==> src/rtl/pfc_pkg.sv <==
// shared constants and types of the parallel flash command host
package pfc_pkg;
   localparam int          ADDR_W            = 19;
   localparam int          DATA_W            = 16;
   localparam int          CLK_PERIOD_NS     = 40;
   // bus timing, nanoseconds, and cycle counts rounded up
   localparam int          T_WR_PULSE_NS     = 80;
   localparam int          T_RD_ACCESS_NS    = 120;
   localparam int          WR_PULSE_CYC      = (T_WR_PULSE_NS + CLK_PERIOD_NS - 1) / CLK_PERIOD_NS;
   localparam int          RD_ACCESS_CYC     = (T_RD_ACCESS_NS + CLK_PERIOD_NS - 1) / CLK_PERIOD_NS;
   localparam int          SYNC_STAGES       = 2;
   localparam int          RD_WAIT_CYC       = RD_ACCESS_CYC + SYNC_STAGES;
   localparam int          CNT_W             = 4;
   // longest word program, rounded down to cycles
   localparam int          PROG_TIME_US      = 40;
   localparam int          PROG_TIMEOUT_CYC  = (PROG_TIME_US * 1000) / CLK_PERIOD_NS;
   localparam int          TIMER_W           = 32;
   // command sequence figures
   localparam int          PROG_STEPS        = 4;
   localparam int          ERASE_STEPS       = 6;
   localparam int          STEP_W            = 3;
   localparam logic [15:0] SECTOR_ERASE_CODE = 16'h0030;
   localparam logic [15:0] BLOCK_ERASE_CODE  = 16'h0050;
   localparam logic [15:0] CHIP_ERASE_CODE   = 16'h0010;
   localparam logic [18:0] CHIP_ERASE_ADDR   = 19'h05555;
   localparam int          SECTOR_LSB        = 11;
   localparam int          BLOCK_LSB         = 15;
   localparam int          TOGGLE_BIT        = 6;

   typedef enum logic [2:0] {
      OP_READ         = 3'h0,
      OP_PROGRAM      = 3'h1,
      OP_SECTOR_ERASE = 3'h2,
      OP_BLOCK_ERASE  = 3'h3,
      OP_CHIP_ERASE   = 3'h4
   } pfc_op_t;
endpackage : pfc_pkg

==> src/rtl/pfc_cyc_if.sv <==
// one flash bus cycle request between sequencer and pin engine
`timescale 1ns/100ps
interface pfc_cyc_if;
   logic        req;
   logic        wr;
   logic [18:0] addr;
   logic [15:0] wdata;
   logic        done;
   logic [15:0] rdata;

   modport master (output req, output wr, output addr, output wdata, input done, input rdata);
   modport engine (input req, input wr, input addr, input wdata, output done, output rdata);
endinterface : pfc_cyc_if

==> src/rtl/pfc_bus_cycle.sv <==
// pin engine: one asynchronous read or write cycle on the flash pins
`timescale 1ns/100ps
module pfc_bus_cycle
   import pfc_pkg::*;
(
   input  wire logic        clk,
   input  wire logic        rst_n,
   pfc_cyc_if.engine        cyc,
   output logic             flash_ce_n,
   output logic             flash_oe_n,
   output logic             flash_we_n,
   output logic [18:0]      flash_addr,
   output logic [15:0]      flash_dq_o,
   output logic             flash_dq_oe,
   input  wire logic [15:0] flash_dq_i
);
   typedef enum logic [2:0] {
      E_IDLE   = 3'h0,
      E_SETUP  = 3'h1,
      E_PULSE  = 3'h2,
      E_HOLD   = 3'h3,
      E_RDWAIT = 3'h4,
      E_END    = 3'h5
   } pfc_eng_t;

   pfc_eng_t          state_q;
   logic [CNT_W-1:0]  cnt_q;
   logic [15:0]       dq_s1_q;
   logic [15:0]       dq_s2_q;
   logic [15:0]       rdata_q;
   logic              done_q;

   localparam logic [CNT_W-1:0] WP_LAST = CNT_W'(WR_PULSE_CYC - 1);
   localparam logic [CNT_W-1:0] RD_LAST = CNT_W'(RD_WAIT_CYC - 1);

   assign cyc.done  = done_q;
   assign cyc.rdata = rdata_q;

   ////////////////////////////////////////////////////////////////////////
   always_ff @(posedge clk or negedge rst_n) begin
      if (!rst_n) begin
         state_q <= E_IDLE;
         cnt_q   <= '0;
      end else begin
         unique case (state_q)
            E_IDLE: begin
               cnt_q <= '0;
               if (cyc.req) begin
                  state_q <= cyc.wr ? E_SETUP : E_RDWAIT;
               end
            end
            E_SETUP: state_q <= E_PULSE;
            E_PULSE: begin
               cnt_q <= cnt_q + 1'b1;
               if (cnt_q == WP_LAST) begin
                  state_q <= E_HOLD;
               end
            end
            E_HOLD: state_q <= E_END;
            E_RDWAIT: begin
               cnt_q <= cnt_q + 1'b1;
               if (cnt_q == RD_LAST) begin
                  state_q <= E_END;
               end
            end
            E_END: state_q <= E_IDLE;
            default: state_q <= E_IDLE;
         endcase
      end
   end

   ////////////////////////////////////////////////////////////////////////
   // pins: chip select falls first, write strobe later, both rise apart
   always_ff @(posedge clk or negedge rst_n) begin
      if (!rst_n) begin
         flash_ce_n  <= 1'b1;
         flash_oe_n  <= 1'b1;
         flash_we_n  <= 1'b1;
         flash_addr  <= '0;
         flash_dq_o  <= '0;
         flash_dq_oe <= 1'b0;
      end else begin
         unique case (state_q)
            E_IDLE: begin
               if (cyc.req) begin
                  flash_addr  <= cyc.addr;
                  flash_ce_n  <= 1'b0;
                  flash_oe_n  <= cyc.wr;
                  flash_dq_o  <= cyc.wdata;
                  flash_dq_oe <= cyc.wr;
               end
            end
            E_SETUP: flash_we_n <= 1'b0;
            E_PULSE: begin
               if (cnt_q == WP_LAST) begin
                  flash_we_n <= 1'b1;
               end
            end
            E_HOLD: begin
               flash_ce_n  <= 1'b1;
               flash_dq_oe <= 1'b0;
            end
            E_RDWAIT: begin
               if (cnt_q == RD_LAST) begin
                  flash_ce_n <= 1'b1;
                  flash_oe_n <= 1'b1;
               end
            end
            E_END: begin
            end
            default: begin
            end
         endcase
      end
   end

   ////////////////////////////////////////////////////////////////////////
   always_ff @(posedge clk or negedge rst_n) begin
      if (!rst_n) begin
         dq_s1_q <= '0;
         dq_s2_q <= '0;
      end else begin
         dq_s1_q <= flash_dq_i;
         dq_s2_q <= dq_s1_q;
      end
   end

   always_ff @(posedge clk or negedge rst_n) begin
      if (!rst_n) begin
         rdata_q <= '0;
         done_q  <= 1'b0;
      end else begin
         done_q <= (state_q == E_HOLD) || (state_q == E_RDWAIT && cnt_q == RD_LAST);
         if (state_q == E_RDWAIT && cnt_q == RD_LAST) begin
            rdata_q <= dq_s2_q;
         end
      end
   end
endmodule : pfc_bus_cycle

==> src/rtl/pfc_host_ctrl.sv <==
// host controller: reads, programs and erases a parallel NOR flash through its pins
`timescale 1ns/100ps
module pfc_host_ctrl
   import pfc_pkg::*;
#(
   parameter logic [18:0] UNLOCK_ADDR_A     = 19'h05555,
   parameter logic [18:0] UNLOCK_ADDR_B     = 19'h02aaa,
   parameter logic [15:0] UNLOCK_DATA_A     = 16'h00aa,
   parameter logic [15:0] UNLOCK_DATA_B     = 16'h0055,
   parameter logic [15:0] PROGRAM_CODE      = 16'h00a0,
   parameter logic [15:0] ERASE_SETUP_CODE  = 16'h0080,
   parameter int          ERASE_TIMEOUT_CYC = 2500000
)
(
   input  wire logic             clk,
   input  wire logic             rst_n,
   input  wire logic             cmd_valid,
   output logic                  cmd_ready,
   input  wire pfc_pkg::pfc_op_t cmd_op,
   input  wire logic [18:0]      cmd_addr,
   input  wire logic [15:0]      cmd_wdata,
   output logic                  rsp_valid,
   output logic [15:0]           rsp_rdata,
   output logic                  rsp_timeout,
   output logic                  busy,
   output logic                  flash_ce_n,
   output logic                  flash_oe_n,
   output logic                  flash_we_n,
   output logic [18:0]           flash_addr,
   output logic [15:0]           flash_dq_o,
   output logic                  flash_dq_oe,
   input  wire logic [15:0]      flash_dq_i
);
   import pfc_pkg::*;

   typedef enum logic [1:0] {
      S_IDLE = 2'h0,
      S_SEQ  = 2'h1,
      S_POLL = 2'h2,
      S_READ = 2'h3
   } pfc_state_t;

   pfc_state_t         state_q;
   pfc_op_t            op_q;
   logic [18:0]        addr_q;
   logic [15:0]        wdata_q;
   logic [STEP_W-1:0]  step_q;
   logic [TIMER_W-1:0] timer_q;
   logic               poll_first_q;
   logic               toggle_prev_q;
   logic               rsp_valid_q;
   logic [15:0]        rsp_rdata_q;
   logic               rsp_timeout_q;
   logic [STEP_W-1:0]  last_step;
   logic [TIMER_W-1:0] timeout_lim;
   logic [18:0]        step_addr;
   logic [15:0]        step_data;
   logic               poll_settled;
   logic               poll_expired;

   pfc_cyc_if cyc ();

   ////////////////////////////////////////////////////////////////////////
   // write sequence table
   function automatic logic [18:0] target_addr(input pfc_op_t op, input logic [18:0] a);
      logic [18:0] sec_mask;
      logic [18:0] blk_mask;
      sec_mask = ~((19'h00001 << SECTOR_LSB) - 19'h00001);
      blk_mask = ~((19'h00001 << BLOCK_LSB) - 19'h00001);
      unique case (op)
         OP_SECTOR_ERASE: target_addr = a & sec_mask;
         OP_BLOCK_ERASE:  target_addr = a & blk_mask;
         OP_CHIP_ERASE:   target_addr = CHIP_ERASE_ADDR;
         default:         target_addr = a;
      endcase
   endfunction : target_addr

   always_comb begin
      step_addr = UNLOCK_ADDR_A;
      step_data = UNLOCK_DATA_A;
      if (op_q == OP_PROGRAM) begin
         unique case (step_q)
            3'h0: begin
               step_addr = UNLOCK_ADDR_A;
               step_data = UNLOCK_DATA_A;
            end
            3'h1: begin
               step_addr = UNLOCK_ADDR_B;
               step_data = UNLOCK_DATA_B;
            end
            3'h2: begin
               step_addr = UNLOCK_ADDR_A;
               step_data = PROGRAM_CODE;
            end
            default: begin
               step_addr = addr_q;
               step_data = wdata_q;
            end
         endcase
      end else begin
         unique case (step_q)
            3'h0, 3'h3: begin
               step_addr = UNLOCK_ADDR_A;
               step_data = UNLOCK_DATA_A;
            end
            3'h1, 3'h4: begin
               step_addr = UNLOCK_ADDR_B;
               step_data = UNLOCK_DATA_B;
            end
            3'h2: begin
               step_addr = UNLOCK_ADDR_A;
               step_data = ERASE_SETUP_CODE;
            end
            default: begin
               step_addr = target_addr(op_q, addr_q);
               unique case (op_q)
                  OP_SECTOR_ERASE: step_data = SECTOR_ERASE_CODE;
                  OP_BLOCK_ERASE:  step_data = BLOCK_ERASE_CODE;
                  default:         step_data = CHIP_ERASE_CODE;
               endcase
            end
         endcase
      end
   end

   assign last_step   = (op_q == OP_PROGRAM) ? STEP_W'(PROG_STEPS - 1) : STEP_W'(ERASE_STEPS - 1);
   assign timeout_lim = (op_q == OP_PROGRAM) ? TIMER_W'(PROG_TIMEOUT_CYC) : TIMER_W'(ERASE_TIMEOUT_CYC);

   ////////////////////////////////////////////////////////////////////////
   // cycle requests: status reads only while the flash is busy
   assign cyc.req   = (state_q != S_IDLE);
   assign cyc.wr    = (state_q == S_SEQ);
   assign cyc.addr  = (state_q == S_SEQ) ? step_addr : target_addr(op_q, addr_q);
   assign cyc.wdata = step_data;

   // toggle bit stops changing once the operation is done
   assign poll_settled = !poll_first_q && (cyc.rdata[TOGGLE_BIT] == toggle_prev_q);
   assign poll_expired = (timer_q >= timeout_lim);

   assign cmd_ready   = (state_q == S_IDLE);
   assign busy        = (state_q == S_POLL);
   assign rsp_valid   = rsp_valid_q;
   assign rsp_rdata   = rsp_rdata_q;
   assign rsp_timeout = rsp_timeout_q;

   ////////////////////////////////////////////////////////////////////////
   always_ff @(posedge clk or negedge rst_n) begin
      if (!rst_n) begin
         state_q <= S_IDLE;
         step_q  <= '0;
      end else begin
         unique case (state_q)
            S_IDLE: begin
               step_q <= '0;
               if (cmd_valid) begin
                  state_q <= (cmd_op == OP_READ) ? S_READ : S_SEQ;
               end
            end
            S_SEQ: begin
               if (cyc.done) begin
                  step_q <= step_q + 1'b1;
                  if (step_q == last_step) begin
                     state_q <= S_POLL;
                  end
               end
            end
            S_POLL: begin
               if (cyc.done && (poll_settled || poll_expired)) begin
                  state_q <= S_IDLE;
               end
            end
            S_READ: begin
               if (cyc.done) begin
                  state_q <= S_IDLE;
               end
            end
         endcase
      end
   end

   always_ff @(posedge clk or negedge rst_n) begin
      if (!rst_n) begin
         op_q    <= OP_READ;
         addr_q  <= '0;
         wdata_q <= '0;
      end else if (state_q == S_IDLE && cmd_valid) begin
         op_q    <= cmd_op;
         addr_q  <= cmd_addr;
         wdata_q <= cmd_wdata;
      end
   end

   // polling timer and previous toggle sample
   always_ff @(posedge clk or negedge rst_n) begin
      if (!rst_n) begin
         timer_q       <= '0;
         poll_first_q  <= 1'b1;
         toggle_prev_q <= 1'b0;
      end else if (state_q != S_POLL) begin
         timer_q      <= '0;
         poll_first_q <= 1'b1;
      end else begin
         if (!poll_expired) begin
            timer_q <= timer_q + 1'b1;
         end
         if (cyc.done) begin
            poll_first_q  <= 1'b0;
            toggle_prev_q <= cyc.rdata[TOGGLE_BIT];
         end
      end
   end

   always_ff @(posedge clk or negedge rst_n) begin
      if (!rst_n) begin
         rsp_valid_q   <= 1'b0;
         rsp_rdata_q   <= '0;
         rsp_timeout_q <= 1'b0;
      end else begin
         rsp_valid_q <= 1'b0;
         if (state_q == S_READ && cyc.done) begin
            rsp_valid_q   <= 1'b1;
            rsp_rdata_q   <= cyc.rdata;
            rsp_timeout_q <= 1'b0;
         end else if (state_q == S_POLL && cyc.done && (poll_settled || poll_expired)) begin
            rsp_valid_q   <= 1'b1;
            rsp_rdata_q   <= cyc.rdata;
            rsp_timeout_q <= !poll_settled;
         end
      end
   end

   ////////////////////////////////////////////////////////////////////////
   pfc_bus_cycle u_bus_cycle (
      .clk         (clk),
      .rst_n       (rst_n),
      .cyc         (cyc.engine),
      .flash_ce_n  (flash_ce_n),
      .flash_oe_n  (flash_oe_n),
      .flash_we_n  (flash_we_n),
      .flash_addr  (flash_addr),
      .flash_dq_o  (flash_dq_o),
      .flash_dq_oe (flash_dq_oe),
      .flash_dq_i  (flash_dq_i)
   );
endmodule : pfc_host_ctrl

==> config.mk <==
export PLATFORM = sky130hd
export DESIGN_NAME = pfc_host_ctrl
export DESIGN_NICKNAME = d
export VERILOG_FILES = /design/src/rtl/pfc_pkg.sv /design/src/rtl/pfc_cyc_if.sv /design/src/rtl/pfc_bus_cycle.sv /design/src/rtl/pfc_host_ctrl.sv
export SDC_FILE = /design/constraint.sdc
export NUM_CORES = 1
export LEC_CHECK = 0
export BUFFER_PORTS_ARGS = -buffer_cell sky130_fd_sc_hd__clkbuf_2
export CAP_MARGIN = 40
export CORE_MARGIN = 2
export CORE_UTILIZATION = 51
export DETAILED_ROUTE_END_ITERATION = 6
export PLACE_DENSITY = 0.86
export SLEW_MARGIN = 20
export SYNTH_ARGS = -nofsm -noshare
export SYNTH_HDL_FRONTEND = slang
export SYNTH_SLANG_ARGS = --single-unit
export TNS_END_PERCENT = 30
==> constraint.sdc <==
create_clock -name clk -period 2.6 [get_ports clk]
set_input_delay 0.13 -clock clk [delete_from_list [all_inputs] [get_ports clk]]
set_output_delay 0.13 -clock clk [all_outputs]
set_load 0.005 [all_outputs]
==> impl_metrics.ini <==
[timing]
clock_skews_ps = 9.21
fin_crit_ps = 2510
timing.final.crit_share_pct = 96.5
finalHoldViolCount = 0
timing.hold.ws_ps = 188
maxClockFrequency_ghz = 0.399
timing_worst_slew_pin_value_ps = 694
max_slew_margin_pct = 53.5
unrepaired_setup_endpoints_after_global_routing = no
setup_violations = 0
timing.setup.tns_ps = 0
finalMaxSlewViolations = 0

[logic_synthesis]
synthAdderAreaFrac_pct = 2.11
synthSimpleGateAreaFrac_pct = 12.7
synth.area.mux_share_pct = 10.8
synth-async-reset-ratio_pct = 100
synth.top_cell.area_share_pct = 57.8
xor_and_xnor_area_share_after_synthesis_pct = 0.870
synth_area_per_cell_sq_um = 11.8
yosys_warnings = 0
dominant_cells_by_area_after_synthesis = sky130_fd_sc_hd__dfrtp_1 (58%), sky130_fd_sc_hd__mux2_2 (9.0%), sky130_fd_sc_hd__a21oi_1 (2.9%)
dominantRegCellSynth = sky130_fd_sc_hd__dfrtp_1
synth-edff-count = 0
synthesis.instances = 684
combinational_family_with_the_most_area_after_synthesis = simple AND/OR/NAND/NOR gates
synth.lib_cells_used.distinct = 63
syn-cell-area_sq_mm = 0.00805
synth-compound-area-share_pct = 11.3
postSynthNetCount = 753
synth_area_leader_cell = sky130_fd_sc_hd__dfrtp_1
synth-seq-area-share_pct = 59.1
yosys_register_bits = 190

[routing]
wl_per_cell_um = 17.2
ant_nets = 0
routed_via_density = 5.53
routed_wl_um = 18700
vias = 6013
drcViolationCount = 0
initial_drt_markers = 554
detailedRoute.firstPassIterationCount = 6

[global_routing]
antenna_violations_before_repair = 0
grt_pass1_vias = 6107
grt_max_degree = 85
first_pass_grt_wire_length_um = 30200
grt_use_total_pct = 23.1
globalRoute.totalOverflow = 0

[run]
cap_violations = 0

[hold_path]
hp-class = in2reg

[worst_setup_path]
capture_instance_of_the_worst_register_to_register_path = rsp_rdata[12]$_DFFE_PN0P_
setup.worst_path.end = rsp_rdata[12]$_DFFE_PN0P_
critical_path_endpoint_category = register
reg2regPathDepth = 10
critical_path.max_fanout = 9
crit-reg2reg-launch = op_q[2]$_DFFE_PN0P_
timing.setup.critical_path_class = reg2reg
crit_path_start = op_q[2]$_DFFE_PN0P_
timing.critical_path.arrival_ps = 2820
critical_path.startpoint_type = register
timing.reg2reg.setup_slack_ps = 90
cp_data_required_time_ps = 2910

[outcome]
status = finished, final reports clean

[power]
comb_power_share_pct = 33.3
internal-power_w = 0.00716
p_leak_nw = 4.78
pwr_density_cell_mw_per_mm2 = 1060
power_switching_share_pct = 33.5
power.clock.fraction_pct = 24.8
netSwitchingPower_w = 0.00361
irDropWorstVdd_v = 0.000688
p_seq_share_pct = 41.8

[clocking]
cts.sink_count = 190
cts-htree-levels = 4
clk-insertion-delay-late_ps = 430
max-clock-path-buffers = 2
clk_root_buffer_cell = sky130_fd_sc_hd__clkbuf_16
cts_inserted_buffers = 17
cts.reportedPaths.clkPinSlew_ps = 70
cts_tree = yes

[floorplanning]
die_area_sq_mm = 0.0168
initial_core_util_pct = 52.6
die-width_um = 130
die-height_um = 130
fp.coreArea_sq_mm = 0.0153
placement_rows = 45
ioPinCount = 116

[layout]
most-common-layout-cells = sky130_fd_sc_hd__dfrtp_1 (186), sky130_fd_sc_hd__clkbuf_2 (114), sky130_fd_sc_hd__mux2_2 (64)
fraction_of_final_layout_cells_sized_beyond_drive_strength_1_pct = 30.7
antenna_cells = 0
net_count_reported_at_finish = 932
layout.cells.most_common = sky130_fd_sc_hd__dfrtp_1
area_growth_syn_to_layout_pct = 26.7
layout.core_utilization_pct = 66.6

[placed_design]
port-buffer-count = 115
gp_congestion = 0.881
dp_hpwl_um = 11400
[final cells by class]
class,count,area (sq um)
inverters,19,71.3
flip-flops and latches,190,4760
well taps,211,264
clock buffers,21,450
fillers,1088,5110
repair buffers,197,1410
clock inverters,11,153
multi-input cells,438,3090
[registers in the layout, indices dropped and copies added (netlist names), 4 cells and up]
register and cells:
rsp_rdata 16, u_bus_cycle.flash_dq_o 16, u_bus_cycle.flash_addr 19, u_bus_cycle.dq_s1_q 16, u_bus_cycle.cnt_q 4, timer_q 32, wdata_q 16, addr_q 19
u_bus_cycle.cyc.rdata 16, u_bus_cycle.dq_s2_q 16
[critical path, cell delays in order, from the launching register on]
cell                       delay (ps)
sky130_fd_sc_hd__dfrtp_1          410
sky130_fd_sc_hd__nor3b_4          230
sky130_fd_sc_hd__inv_2            100
sky130_fd_sc_hd__ha_4             270
sky130_fd_sc_hd__a21oi_2           40
sky130_fd_sc_hd__nor4bb_1         340
sky130_fd_sc_hd__a22oi_2          170
sky130_fd_sc_hd__o211ai_4         240
sky130_fd_sc_hd__o21ai_4          110
sky130_fd_sc_hd__buf_12           170
sky130_fd_sc_hd__mux2_4           300
[cell families (layout without fill, tap and decap cells)]
| group | Yosys count | count (layout) |
|---|---|---|
| flip-flops | 190 | 190 |
| multiplexers | 74 | 74 |
| buffers and inverters | 56 | 248 |
| AND/OR/NAND/NOR | 203 | 203 |
| AO/OA/AOI/OAI | 139 | 139 |
| adder cells (fa/ha/maj) | 14 | 14 |
| XOR/XNOR | 8 | 8 |
[synthesized netlist by cell type, types with 5 or more instances]
master / count
sky130_fd_sc_hd__nand2_1: 46
sky130_fd_sc_hd__buf_1: 5
sky130_fd_sc_hd__nand3_1: 21
sky130_fd_sc_hd__nor2_1: 52
sky130_fd_sc_hd__nor4_1: 5
sky130_fd_sc_hd__ha_1: 12
sky130_fd_sc_hd__o22ai_1: 10
sky130_fd_sc_hd__a22o_1: 7
sky130_fd_sc_hd__clkbuf_1: 23
sky130_fd_sc_hd__nand2b_1: 11
sky130_fd_sc_hd__nand4_1: 7
sky130_fd_sc_hd__nor3_1: 7
sky130_fd_sc_hd__o21ai_0: 34
sky130_fd_sc_hd__or3_1: 13
sky130_fd_sc_hd__and2_1: 15
sky130_fd_sc_hd__xnor2_1: 7
sky130_fd_sc_hd__a21oi_1: 46
sky130_fd_sc_hd__a31oi_1: 5
sky130_fd_sc_hd__or4_1: 7
sky130_fd_sc_hd__inv_1: 19
sky130_fd_sc_hd__dfrtp_1: 186
sky130_fd_sc_hd__mux2_2: 64
sky130_fd_sc_hd__mux2_4: 9
sky130_fd_sc_hd__nor2b_1: 5
[per-stage QoR]
step	worst slack [ps]	total power (W)	instance area, sq um	instances
6_report	91.6	0.0108	10200	1087
5_1_grt	2.44	0.0114	10200	1087
4_1_cts	26.4	0.0107	10200	1087
3_5_place_dp	-115	0.00792	8980	998
3_3_place_gp	-35.6	0.00774	8980	998
2_1_floorplan	-13.9	0.00668	8090	684
[timing repair]
item | in CTS | in global routing
endpoints found under the setup margin | 16 | 15
buffers inserted | 2 | 0
pin swaps | 1 | 1
hold endpoints to repair | 132 | 0
resized for setup | 0 | 8
hold buffers | 55 | 0
[power groups by stage]
stage	Clock, W	Combinational (W)	Sequential (W)
after floorplan	0	0.00230	0.00438
after global placement	0	0.00328	0.00445
after detailed placement	0	0.00341	0.00450
after CTS	0.00271	0.00354	0.00447
after global routing	0.00285	0.00394	0.00461
final	0.00268	0.00359	0.00451
[metal layers]
layer / global-route usage [%] / share of wire (%) / up-vias
met3: 4.95 / 5.8 / 43
met2: 37.9 / 50 / 220
met5: 0 / 0 / -
met4: 8.41 / 2.3 / 0
met1: 30.7 / 42 / 2973
li1: - / - / 2777
[worst min path at each step]
stage	depth (start not counted)	endpoint	startpoint	slack [ps]
finish	3	op_q[1]$_DFFE_PN0P_	cmd_valid	190
global placement	1	u_bus_cycle.cnt_q[2]$_DFFE_PN0P_	rst_n	230
detailed placement	1	u_bus_cycle.cnt_q[2]$_DFFE_PN0P_	rst_n	230
CTS	3	state_q[0]$_DFFE_PN0P_	cmd_valid	170
floorplan	0	addr_q[0]$_DFFE_PN0P_	rst_n	-170
global route	3	op_q[1]$_DFFE_PN0P_	cmd_valid	170
Note: power is estimated with default switching activity, not from simulation.
